===== src/core/stamp_pkg.sv =====
/*
 * Shared constants and types for the sample stamp post-processor.
 * Assumes one clock domain; no tool-specific settings.
 */
package stamp_pkg;
  // ---------------------------------------------------------------------
  // Field layout of one sample record
  // ---------------------------------------------------------------------
  localparam int TIME_W = 32;
  localparam int EVENT_W = 32;
  localparam int INTERP_W = 8;
  localparam int BLOCK_START_BIT = 6;
  localparam int INHIBIT_BIT = 7;
  localparam int INTERP_VAL_W = 6;
  // Stamps in units of 0.1 ns
  localparam int STAMP_W = 48;
  localparam int COARSE_PS = 2000;
  localparam int FINE_PS = 100;
  localparam int UNIT_PS = 100;
  localparam logic [7:0] COARSE_MULT = 8'(COARSE_PS / UNIT_PS);
  localparam logic [7:0] FINE_MULT = 8'(FINE_PS / UNIT_PS);
  localparam int EVENT_SCALE_SHIFT = 2;
  localparam int QUOT_FRAC_W = 16;
  localparam int DIV_STEPS = STAMP_W + QUOT_FRAC_W;

  // ---------------------------------------------------------------------
  // Modes, result kinds and divider states
  // ---------------------------------------------------------------------
  typedef enum logic [1:0] {
    FUNC_CONT_TI = 2'h0,
    FUNC_FREQ = 2'h1,
    FUNC_PERIOD = 2'h2,
    FUNC_START_STOP = 2'h3
  } func_e;

  typedef enum logic [1:0] {
    RES_ARMING = 2'h0,
    RES_INTERVAL = 2'h1,
    RES_QUOTIENT = 2'h2
  } result_kind_e;

  typedef enum logic [1:0] {
    ST_IDLE = 2'b00,
    ST_DIVIDE = 2'b01,
    ST_DONE = 2'b11
  } div_state_e;
endpackage


===== src/core/stamp_if.sv =====
/*
 * Carries one corrected stamp pair from the stamp builder to the
 * result stage. Same clock for both ends.
 */
`timescale 1ns/1ps
interface stamp_if;
  import stamp_pkg::*;
  logic valid;
  logic first;
  logic [STAMP_W-1:0] stamp;
  logic [EVENT_W+1:0] events;
  modport src (output valid, output first, output stamp, output events);
  modport dst (input valid, input first, input stamp, input events);
endinterface


===== src/core/stamp_builder.sv =====
/*
 * Builds corrected time and event stamps from raw sample records.
 * Assumes records arrive from logic on the same clock, one per valid.
 */
`timescale 1ns/1ps
module stamp_builder
  import stamp_pkg::*;
(
  input wire logic clock_in,
  input wire logic sys_rst_in,
  input wire logic rec_valid_in,
  input wire logic [TIME_W-1:0] rec_time_in,
  input wire logic [EVENT_W-1:0] rec_event_in,
  input wire logic [INTERP_W-1:0] rec_interp_in,
  input wire logic start_stop_in,
  input wire logic chan_c_in,
  input wire logic [STAMP_W-1:0] time_ovf_in,
  input wire logic [EVENT_W+1:0] event_ovf_in,
  input wire logic [STAMP_W-1:0] path_offset_in,
  stamp_if.src out
);
  // ---------------------------------------------------------------------
  // Rollover tracking
  // ---------------------------------------------------------------------
  logic [TIME_W-1:0] last_time;
  logic [EVENT_W-1:0] last_event;
  logic [STAMP_W-1:0] time_acc;
  logic [EVENT_W+1:0] event_acc;
  logic have_prev;
  logic stop_phase;
  logic [STAMP_W-1:0] stamp_q;
  logic [EVENT_W+1:0] events_q;
  logic valid_q;
  logic first_q;

  wire block_start = rec_interp_in[BLOCK_START_BIT];
  wire time_roll = have_prev && (rec_time_in < last_time);
  wire event_roll = have_prev && !block_start && !start_stop_in
                    && (rec_event_in < last_event);
  wire [STAMP_W-1:0] next_time_acc = time_roll ? time_acc + time_ovf_in
                                               : time_acc;
  wire [EVENT_W+1:0] next_event_acc = event_roll
                                      ? event_acc + event_ovf_in
                                      : event_acc;
  wire [STAMP_W-1:0] coarse = STAMP_W'(rec_time_in) + next_time_acc;
  wire [EVENT_W+1:0] ev_fixed = (EVENT_W+2)'(rec_event_in)
                                + next_event_acc;
  // Rollover first, then scaling
  wire [EVENT_W+1:0] ev_scaled = chan_c_in
                                 ? ev_fixed << EVENT_SCALE_SHIFT
                                 : ev_fixed;
  wire [STAMP_W-1:0] fine_part = STAMP_W'(rec_interp_in[INTERP_VAL_W-1:0])
                                 * STAMP_W'(FINE_MULT);
  wire [STAMP_W-1:0] raw_stamp = coarse * STAMP_W'(COARSE_MULT)
                                 - fine_part;
  wire [STAMP_W-1:0] cont_stamp = block_start ? raw_stamp - path_offset_in
                                              : raw_stamp;
  wire [STAMP_W-1:0] ss_stamp = stop_phase ? raw_stamp + path_offset_in
                                           : raw_stamp;

  assign out.valid = valid_q;
  assign out.first = first_q;
  assign out.stamp = stamp_q;
  assign out.events = events_q;

  // ---------------------------------------------------------------------
  // Registers
  // ---------------------------------------------------------------------
  always_ff @(posedge clock_in) begin
    if (sys_rst_in) begin
      last_time <= '0;
      last_event <= '0;
      time_acc <= '0;
      event_acc <= '0;
      have_prev <= 1'b0;
      stop_phase <= 1'b0;
      stamp_q <= '0;
      events_q <= '0;
      valid_q <= 1'b0;
      first_q <= 1'b0;
    end else begin
      valid_q <= rec_valid_in;
      if (rec_valid_in) begin
        last_time <= rec_time_in;
        if (!block_start && !start_stop_in) begin
          last_event <= rec_event_in;
        end
        time_acc <= next_time_acc;
        event_acc <= next_event_acc;
        have_prev <= 1'b1;
        stop_phase <= start_stop_in ? !stop_phase : 1'b0;
        stamp_q <= start_stop_in ? ss_stamp : cont_stamp;
        events_q <= ev_scaled;
        first_q <= start_stop_in ? !stop_phase : block_start;
      end
    end
  end
endmodule


===== src/core/ratio_divider.sv =====
/*
 * Unsigned restoring divider producing a fixed-point quotient.
 * Assumes a start pulse only while not busy.
 */
`timescale 1ns/1ps
module ratio_divider
  import stamp_pkg::*;
#(
  parameter int WIDTH = STAMP_W,
  parameter int FRAC = QUOT_FRAC_W
)
(
  input wire logic clock_in,
  input wire logic sys_rst_in,
  input wire logic start_in,
  input wire logic [WIDTH-1:0] num_in,
  input wire logic [WIDTH-1:0] den_in,
  output logic busy_out,
  output logic done_out,
  output logic [WIDTH-1:0] quot_out
);
  if (WIDTH < 2 || FRAC < 1 || FRAC >= WIDTH) begin : g_bad_width
    $error("ratio_divider: unsupported widths");
  end

  localparam int STEPS = WIDTH + FRAC;
  div_state_e state;
  logic [WIDTH+FRAC-1:0] dividend;
  logic [WIDTH:0] rem;
  logic [WIDTH-1:0] den;
  logic [$clog2(STEPS+1)-1:0] count;

  wire [WIDTH:0] shifted = {rem[WIDTH-1:0], dividend[WIDTH+FRAC-1]};
  wire [WIDTH:0] trial = shifted - {1'b0, den};
  wire fits = !trial[WIDTH];

  assign busy_out = (state != ST_IDLE);

  // ---------------------------------------------------------------------
  // Iteration
  // ---------------------------------------------------------------------
  always_ff @(posedge clock_in) begin
    if (sys_rst_in) begin
      state <= ST_IDLE;
      dividend <= '0;
      rem <= '0;
      den <= '0;
      count <= '0;
      done_out <= 1'b0;
      quot_out <= '0;
    end else begin
      done_out <= 1'b0;
      case (state)
        ST_IDLE: begin
          if (start_in) begin
            dividend <= {num_in, FRAC'(0)};
            rem <= '0;
            den <= den_in;
            count <= '0;
            state <= ST_DIVIDE;
          end
        end
        ST_DIVIDE: begin
          rem <= fits ? trial : shifted;
          dividend <= {dividend[WIDTH+FRAC-2:0], fits};
          count <= count + 1'b1;
          if (count == ($clog2(STEPS+1))'(STEPS-1)) begin
            state <= ST_DONE;
          end
        end
        ST_DONE: begin
          quot_out <= (den == '0) ? '1 : dividend[WIDTH-1:0];
          done_out <= 1'b1;
          state <= ST_IDLE;
        end
        default: state <= ST_IDLE;
      endcase
    end
  end
endmodule


===== src/core/sample_stamp_postprocessor.sv =====
/*
 * Post-processor that turns the analyzer's binary sample stream into
 * stamps and final results. Assumes records come from same-clock logic
 * and configuration stays constant during a block.
 */
// Summary of operation
// - Lower event count adds event overflow; block-start samples skipped.
// - Third channel event stamps are multiplied by four after rollover fix.
// - Any time count below predecessor adds time overflow from then on.
// - Stamp is coarse count times 2 ns minus interpolator times 0.1 ns.
// - Order: rollover fix, interpolator merge, path correction.
// - Continuous format subtracts offset from block's first stamp only.
// - Block arming result is first channel stamp minus arming stamp.
// - Interval result is next stamp minus current stamp per pair.
// - Missed events are event stamp difference minus one.
// - Frequency is events over time; period is time over events.
// - Gate time is difference of consecutive time stamps.
// - Start/stop format adds path offset to every stop stamp.
// - Start/stop interval is corrected stop minus start of same pair.
`timescale 1ns/1ps
module sample_stamp_postprocessor
  import stamp_pkg::*;
(
  input wire logic clock_in,
  input wire logic sys_rst_in,
  input wire logic rec_valid_in,
  input wire logic [TIME_W-1:0] rec_time_in,
  input wire logic [EVENT_W-1:0] rec_event_in,
  input wire logic [INTERP_W-1:0] rec_interp_in,
  input wire logic [1:0] func_in,
  input wire logic expanded_in,
  input wire logic chan_c_in,
  input wire logic [STAMP_W-1:0] time_ovf_in,
  input wire logic [EVENT_W+1:0] event_ovf_in,
  input wire logic [STAMP_W-1:0] path_offset_in,
  output logic rec_ready_out,
  output logic res_valid_out,
  output logic [1:0] res_kind_out,
  output logic [STAMP_W-1:0] res_value_out,
  output logic res_aux_valid_out,
  output logic [STAMP_W-1:0] res_aux_out,
  output logic res_inhibit_out
);
  // ---------------------------------------------------------------------
  // Mode decode
  // ---------------------------------------------------------------------
  wire start_stop = (func_in == FUNC_START_STOP);
  wire quot_mode = (func_in == FUNC_FREQ) || (func_in == FUNC_PERIOD);
  wire div_busy;
  wire div_done;
  wire [STAMP_W-1:0] div_quot;
  logic div_pending;
  // Quotient modes hold off new records while dividing
  assign rec_ready_out = !(div_busy || div_pending);
  wire rec_take = rec_valid_in && rec_ready_out;
  // Inhibit bit is cleared from the record sent to the stamp builder in start/stop format
  wire [INTERP_W-1:0] interp_clean = start_stop
      ? (rec_interp_in & ~(INTERP_W'(1) << INHIBIT_BIT))
      : rec_interp_in;
  logic inhibit_q;

  // ---------------------------------------------------------------------
  // Stamp building
  // ---------------------------------------------------------------------
  stamp_if st ();

  stamp_builder u_build (
    .clock_in(clock_in),
    .sys_rst_in(sys_rst_in),
    .rec_valid_in(rec_take),
    .rec_time_in(rec_time_in),
    // No event counts exist in start/stop format
    .rec_event_in(start_stop ? '0 : rec_event_in),
    .rec_interp_in(interp_clean),
    .start_stop_in(start_stop),
    .chan_c_in(chan_c_in),
    .time_ovf_in(time_ovf_in),
    .event_ovf_in(event_ovf_in),
    .path_offset_in(path_offset_in),
    .out(st)
  );

  // ---------------------------------------------------------------------
  // Previous stamp and result arithmetic
  // ---------------------------------------------------------------------
  logic [STAMP_W-1:0] prev_stamp;
  logic [EVENT_W+1:0] prev_events;
  logic prev_was_arming;
  logic have_prev;

  wire [STAMP_W-1:0] dt = st.stamp - prev_stamp;
  wire [EVENT_W+1:0] de = st.events - prev_events;
  wire [STAMP_W-1:0] de_w = STAMP_W'(de);
  wire [STAMP_W-1:0] missed = de_w - STAMP_W'(1);
  // Arming sample has no event data; its pair yields only arming time
  wire pair_ok = st.valid && have_prev && !st.first;
  wire arming_pair = pair_ok && prev_was_arming && !start_stop;
  wire div_start = pair_ok && !arming_pair && quot_mode;
  wire [STAMP_W-1:0] num_sel = (func_in == FUNC_FREQ) ? de_w : dt;
  wire [STAMP_W-1:0] den_sel = (func_in == FUNC_FREQ) ? dt : de_w;
  logic [STAMP_W-1:0] gate_hold;

  ratio_divider #(
    .WIDTH(STAMP_W),
    .FRAC(QUOT_FRAC_W)
  ) u_div (
    .clock_in(clock_in),
    .sys_rst_in(sys_rst_in),
    .start_in(div_start),
    .num_in(num_sel),
    .den_in(den_sel),
    .busy_out(div_busy),
    .done_out(div_done),
    .quot_out(div_quot)
  );

  // ---------------------------------------------------------------------
  // Pair bookkeeping
  // ---------------------------------------------------------------------
  always_ff @(posedge clock_in) begin
    if (sys_rst_in) begin
      prev_stamp <= '0;
      prev_events <= '0;
      prev_was_arming <= 1'b0;
      have_prev <= 1'b0;
      div_pending <= 1'b0;
      gate_hold <= '0;
      inhibit_q <= 1'b0;
    end else begin
      if (rec_take) begin
        inhibit_q <= rec_interp_in[INHIBIT_BIT];
      end
      if (rec_take && quot_mode) begin
        div_pending <= 1'b1;
      end else if (st.valid && !div_start) begin
        div_pending <= 1'b0;
      end else if (div_start) begin
        div_pending <= 1'b0;
      end
      if (div_start) begin
        gate_hold <= dt;
      end
      if (st.valid) begin
        prev_stamp <= st.stamp;
        prev_events <= st.events;
        prev_was_arming <= st.first;
        have_prev <= 1'b1;
      end
    end
  end

  // ---------------------------------------------------------------------
  // Result output
  // ---------------------------------------------------------------------
  always_ff @(posedge clock_in) begin
    if (sys_rst_in) begin
      res_valid_out <= 1'b0;
      res_kind_out <= RES_ARMING;
      res_value_out <= '0;
      res_aux_valid_out <= 1'b0;
      res_aux_out <= '0;
      res_inhibit_out <= 1'b0;
    end else begin
      res_valid_out <= 1'b0;
      res_aux_valid_out <= 1'b0;
      if (div_done) begin
        res_valid_out <= 1'b1;
        res_kind_out <= RES_QUOTIENT;
        res_value_out <= div_quot;
        res_aux_valid_out <= expanded_in;
        res_aux_out <= gate_hold;
      end else if (arming_pair) begin
        res_valid_out <= 1'b1;
        res_kind_out <= RES_ARMING;
        res_value_out <= dt;
        res_inhibit_out <= inhibit_q;
      end else if (pair_ok && !quot_mode) begin
        res_valid_out <= 1'b1;
        res_kind_out <= RES_INTERVAL;
        res_value_out <= dt;
        res_aux_valid_out <= expanded_in && !start_stop;
        res_aux_out <= missed;
        res_inhibit_out <= inhibit_q;
      end
    end
  end
endmodule


===== config.mk =====
export PLATFORM = sky130hd
export DESIGN_NAME = sample_stamp_postprocessor
export DESIGN_NICKNAME = d
export VERILOG_FILES = /design/src/core/stamp_pkg.sv /design/src/core/stamp_if.sv /design/src/core/stamp_builder.sv /design/src/core/ratio_divider.sv /design/src/core/sample_stamp_postprocessor.sv
export SDC_FILE = /design/constraint.sdc
export NUM_CORES = 2
export LEC_CHECK = 0
export ABC_CLOCK_PERIOD_IN_PS = 11720
export BUFFER_PORTS_ARGS = -buffer_cell sky130_fd_sc_hd__buf_2
export CAP_MARGIN = 20
export CORE_ASPECT_RATIO = 1.25
export CORE_MARGIN = 1.5
export CORE_UTILIZATION = 57
export CTS_CLUSTER_SIZE = 28
export DETAILED_ROUTE_END_ITERATION = 7
export GPL_ROUTABILITY_DRIVEN = 0
export HOLD_SLACK_MARGIN = 0.15
export PLACE_DENSITY_LB_ADDON = 0.1
export RECOVER_POWER = 50
export SLEW_MARGIN = 20
export SYNTH_ARGS = -nofsm -noshare
export SYNTH_HDL_FRONTEND = slang
export SYNTH_HIERARCHICAL = 1
export SYNTH_SLANG_ARGS = --single-unit

===== constraint.sdc =====
create_clock -name clock_in -period 11.72 [get_ports clock_in]
set_input_delay 1.172 -clock clock_in [delete_from_list [all_inputs] [get_ports clock_in]]
set_output_delay 1.172 -clock clock_in [all_outputs]
set_load 0.1 [all_outputs]

After elaboration in Yosys (flattened, before gate mapping)
Cells that the tools add are included.
- memories kept: 0
- input bits: 209
- RAM bits: 0
- word-level logic and storage cells: 141
- ROM bits: 0
- output and inout bits: 102
- bits in latches: 0
- bits in registers: 685
- multipliers: 1
- shift operators: 0
- mux-type cells: 43
- eq/ne operators: 9
- bitwise logic cells: 1
- $lt $le $gt $ge: 2
- reductions and logical operators: 42
- div/mod/pow operators: 0
- add/subtract/negate cells: 12
- operator list (kind ; number):
    48-bit two-way mux ; 15
    64-bit one-hot mux with 2 select lines ; 1
    48-bit adder ; 2
    48-bit one-hot mux with 2 select lines ; 1
    48-bit subtractor ; 2
    34-bit two-way mux ; 2
    32-bit less-than comparator ; 2
    64-bit two-way mux ; 1
    49-bit by 48-bit subtractor with 49-bit output ; 1
    32-bit by 48-bit adder with 48-bit output ; 1
    48-bit zero test ; 1
    48-bit by 3-bit multiplier with 46-bit output, second input constant ; 1
    48-bit by 6-bit subtractor with 48-bit output ; 1
    34-bit by 1-bit subtractor with 35-bit output, second input constant ; 1
    32-bit by 34-bit adder with 34-bit output ; 1
    34-bit adder ; 1
    34-bit subtractor ; 1
    32-bit two-way mux ; 1
    1-bit logical AND ; 16
    1-bit two-way mux ; 14
    7-bit one-hot mux with 2 select lines ; 1
    2-bit AND reduction ; 6
    2-bit two-way mux ; 5
    1-bit zero test ; 9
    other kinds (14) ; 23

Longest topological paths before layout
- word-level depth: 11
- depth in mapped cells: 57
- depth with buffers taken out: 53

Modules after synthesis
Netlist, hierarchy kept.
- by module, submodules not included (module ; times used ; cells an instance ; area an instance (um^2) ; seq. area each (um^2)):
    stamp_builder ; 1 ; 3824 ; 28091.9 ; 4604.4
    sample_stamp_postprocessor ; 1 ; 2110 ; 15882.7 ; 4704.5
    ratio_divider ; 1 ; 1460 ; 11225.8 ; 4364.2

Least setup slack after synthesis
No wires, ideal clock.
- path kind: input -> register
- start point: input port rec_time_in[21]
- end point: register u_build.stamp_q[47], in the netlist u_build/out.stamp[47]
- path slack: -0.027 ns
- buffers on the path: 3
- library setup time: 0.091 ns
- data arrival time: 11.656 ns
- cell stages on the path: 51
- required time: 11.629 ns
- path through: ha_1 -> a21o_1 -> a21o_1 -> a21oi_1 -> o22ai_1 -> or4b_1 -> nor2_1 -> clkbuf_1 -> buf_1 -> nand2_1 -> nand2_1 -> ha_1 -> inv_1 -> fa_1 -> nor2b_1 -> o21ai_0 -> a21boi_0 -> o21ai_0 -> [... 15 more ...] -> xor2_1 -> or4_1 -> nor2_1 -> nand2_1 -> or4_1 -> xnor2_1 -> ha_1 -> clkbuf_1 -> inv_1 -> a21oi_1 -> a21oi_1 -> a211oi_1 -> o211ai_1 -> and3_1 -> o211a_1 -> nor3_1 -> o21ai_1 -> a311oi_1
- cells in the longest elaborated chain, start to end: 9
- elaborated cells on any way between the ends: 11
- classes of those cells: add/sub: 4; mul: 1; order compare: 1; mux: 4; reduce/logical: 1
- ends and longest elaborated chain (element ; RTL line ; source):
    start, declared ; sample_stamp_postprocessor.sv:27 ; input wire logic [TIME_W-1:0] rec_time_in,
    32-bit less-than comparator (*) ; stamp_builder.sv:37 ; wire time_roll = have_prev && (rec_time_in < last_time);
    1-bit logical AND (*) ; stamp_builder.sv:37 ;
    48-bit two-way mux (*) ; stamp_builder.sv:40 ; wire [STAMP_W-1:0] next_time_acc = time_roll ? time_acc + time_ovf_in
    named net u_build.next_time_acc[0] ; stamp_builder.sv:40 ;
    32-bit by 48-bit adder with 48-bit output (*) ; stamp_builder.sv:45 ; wire [STAMP_W-1:0] coarse = STAMP_W'(rec_time_in) + next_time_acc;
    48-bit by 3-bit multiplier with 46-bit output (*) ; stamp_builder.sv:54 ; wire [STAMP_W-1:0] raw_stamp = coarse * STAMP_W'(COARSE_MULT)
    48-bit by 6-bit subtractor with 48-bit output (*) ; stamp_builder.sv:55 ; - fine_part;
    48-bit subtractor / 48-bit adder (equally long branches) ; stamp_builder.sv:56, stamp_builder.sv:58 ;
    48-bit two-way mux, on equally long branches ; stamp_builder.sv:56, stamp_builder.sv:58 ;
    48-bit two-way mux (*) ; stamp_builder.sv:92 ; stamp_q <= start_stop_in ? ss_stamp : cont_stamp;
    end signal, assigned ; stamp_builder.sv:92 ;
    end, declared ; stamp_builder.sv:31 ; logic [STAMP_W-1:0] stamp_q;
Mark *: on every way through the listed nets, which the timed path passes. The rest lies on a longest branch.
A chain may end at the register's enable or synchronous reset.

Worst setup path after layout
- start point: input port rec_time_in[19]
- end point: register u_build.stamp_q[47], in the netlist u_build/out.stamp[47]
The elaborated chain is that of the path after synthesis.

==> flow_summary.rst <==
.. list-table::
   :header-rows: 1

   * - Metric
     - Value
   * - Run status
     - complete, but fails checks
   * - Failing checks
     - max-capacitance violations, max-slew violations
   * - Clock tree skew after final layout
     - around 0.058 ns
   * - Buffers added on ports
     - a little over 300
   * - GRT busiest layer
     - met2
   * - Proportion of layout cells with a drive suffix above 1
     - 11.8%
   * - Pin count of the biggest net entering global routing
     - around 110
   * - Chip width
     - 281 um
   * - Most frequent cells in the layout
     - sky130_fd_sc_hd__nor2_1 (938), sky130_fd_sc_hd__nand2_1 (770), sky130_fd_sc_hd__a21oi_1 (685)
   * - Number of endpoints with negative hold slack in the final report
     - 0
   * - Depth of the worst register-to-register path
     - 47
   * - Slowest cell delay on critical path
     - 0.64 ns
   * - Smallest hold slack
     - 0.454 ns
   * - Type of the worst min-delay path
     - reg2reg
   * - Maximum clock path buffer count
     - 3
   * - I/O pin cnt
     - 311
   * - Wire length of the first global-routing pass
     - about 280 mm
   * - Critical path required time
     - 12.27 ns
   * - 1st-pass router iterations
     - 6
   * - Data arrival time at the worst-slack endpoint
     - 11.53 ns
   * - Category of the most critical setup path
     - in2reg
   * - Measured slew at the worst slew-check pin
     - about 5.3 ns
   * - Leakage power
     - 27.3 nW
   * - WL/cell
     - 19.5 um
   * - Number of nets produced by synthesis
     - about 8000
   * - Leftover overflow at the end of global routing
     - 0
   * - Number of DRC violations after detailed-routing iteration 0
     - 4278
   * - Max-slew violation count
     - ~450
   * - Clock Latency Late Sink
     - 0.67 ns
   * - Max-cap violations
     - 6
   * - Setup total negative slack
     - 0 ns
   * - Std-Cell Rows
     - 127
   * - Hold depth
     - 2
   * - Cell area after synthesis
     - 55200 um2
   * - Post-Synthesis Mean Instance Area
     - roughly 7.5 um2
   * - Maximum level of the CTS H-tree
     - 3
   * - Cells after DPL
     - between 9000 and 10000
   * - Crit path max fanout
     - 8
   * - Final-report setup violation count
     - 0
   * - Detailed-route wire length
     - roughly 180 mm
   * - Growth of design area from synthesis to finish
     - 13.6%
   * - Dpl ws
     - 0.0187 ns
   * - Cell area power density
     - 255 nW/um2
   * - Cells after synthesis
     - between 7000 and 8000
   * - Kind of start point of the critical path
     - input port
   * - Global routing met1 resource utilization
     - between 30% and 40%
   * - Clock tree root driver cell
     - sky130_fd_sc_hd__clkbuf_16
   * - Final WS setup
     - approximately 0.74 ns
   * - Commonest non-fill, non-tap cell in the layout
     - sky130_fd_sc_hd__nor2_1
   * - Kind of capture point of the worst setup path
     - flop
   * - Peak clock frequency supported by timing
     - slightly above 0.09 GHz
   * - Initial Utilization
     - between 50% and 60%
   * - Number of nets with antenna violations after routing
     - 0
   * - IR Drop Worst-Case VDD
     - 0.173 mV
   * - Met2 global-route usage
     - 58.8%
   * - RSZ-0062 raised after global routing
     - false
   * - Vias in the first global route
     - roughly 52000
   * - Die extent in y
     - 351 um
   * - Clock net sink count
     - 683
   * - Detailed-placement wirelength estimate
     - around 140 mm
   * - Core area
     - 96000 um2
   * - Tot GR Track Use
     - 34.8%
   * - Final period util
     - 93.7%
   * - Relative slew slack
     - -256%
   * - Via density per instance
     - 6.09
   * - CTS tree
     - built
   * - DR vias
     - about 56000
   * - Number of standard cells in the final layout excluding fillers
     - 9186
   * - Clock buffer count from CTS
     - 76
   * - Post-cts hold buffer count
     - 0
   * - Met3 routing resource usage after global routing
     - 5.19%
   * - Post-detailed-route DRC marker count
     - 0
   * - Time the final worst path needs with I/O delays and setup
     - roughly 11 ns
   * - Total Die Area
     - 98700 um2
   * - Syn. warnings
     - 6
   * - Number of antenna violations at the first check in global routing
     - 20
   * - Register clock-pin slew on the reported worst setup and hold paths
     - ~0.05 ns
   * - NumNets Final
     - about 8600
   * - Standard cell with the maximum stage delay on the critical path
     - sky130_fd_sc_hd__o21ai_0
-- timing repair --
| action | 4_1_cts | 5_1_grt |
|---|---|---|
| setup buffers | 0 | 1 |
| setup endpoints to repair | 0 | 10 |
| gates resized for setup | 0 | 11 |
-- report_power, final --
part           leakage, nW  internal, mW  switching, mW  total, mW
Sequential            5.55          2.46          0.123       2.58
Clock                 1.24          1.39           1.06       2.46
Combinational         20.5          4.50           6.45       11.0
-- path summary, 6_finish.rpt --
path                                       from                                 end  slack, ns
max                             rec_time_in[19]  u_build/out.stamp[47]$_SDFFE_PP0P_       0.74
min          u_build/last_event[1]$_SDFFE_PP0P_  u_build/last_event[1]$_SDFFE_PP0P_       0.45
max reg2reg  u_build/last_time[19]$_SDFFE_PP0P_  u_build/out.stamp[47]$_SDFFE_PP0P_       1.03
min reg2reg  u_build/last_event[1]$_SDFFE_PP0P_  u_build/last_event[1]$_SDFFE_PP0P_       0.45
-- flip-flops by register name, indices dropped and copies added, names as in the netlist, 2 cells and up --
signal and count:
u_build/out.events 34, u_build/last_event 32, u_div/dividend 64, prev_stamp 48, prev_events 34, u_build/event_acc 34
u_build/out.stamp 48, u_div/state 2, u_div/den 48, res_value_out 48, u_div/quot_out 48, u_div/count 7
res_kind_out 2, u_build/time_acc 46, u_build/last_time 32, u_div/rem 48, gate_hold 48, res_aux_out 48
-- worst max-delay path: cells and delay by family --
family,cells,cell delay (ns)
adders and majority gates,5,1.70
buffers and inverters,6,0.94
and+or+nand+nor,8,1.73
xor gates and xnor gates,3,0.64
AOI/OAI and AO/OA,25,5.34
-- through the flow --
stage	instance area, um2	power, mW	utilization, %
6_report	62700	16.0	65.3
5_1_grt	62700	17.0	65.3
4_1_cts	62800	15.8	65.4
3_5_place_dp	60200	13.3	62.8
3_3_place_gp	60200	13.1	62.7
2_1_floorplan	55200	9.27	-
-- area by class of cell --
type	count	area, um2
well taps	1290	1610
multi-input cells	5911	38600
diodes	16	40.0
clock buffers	107	2170
flip-flops and latches	683	13700
repair buffers	752	4720
inverters	400	1500
fillers	8803	33300
clock inverters	27	372
-- per-layer routing --
metal | routed length (um) | part of all wire, %
met3 | 11600 | 6.5
met5 | 108 | 0.060
met1 | 68100 | 38
met4 | 16500 | 9.2
met2 | 82600 | 46
Power figures use the tool's default switching activity.
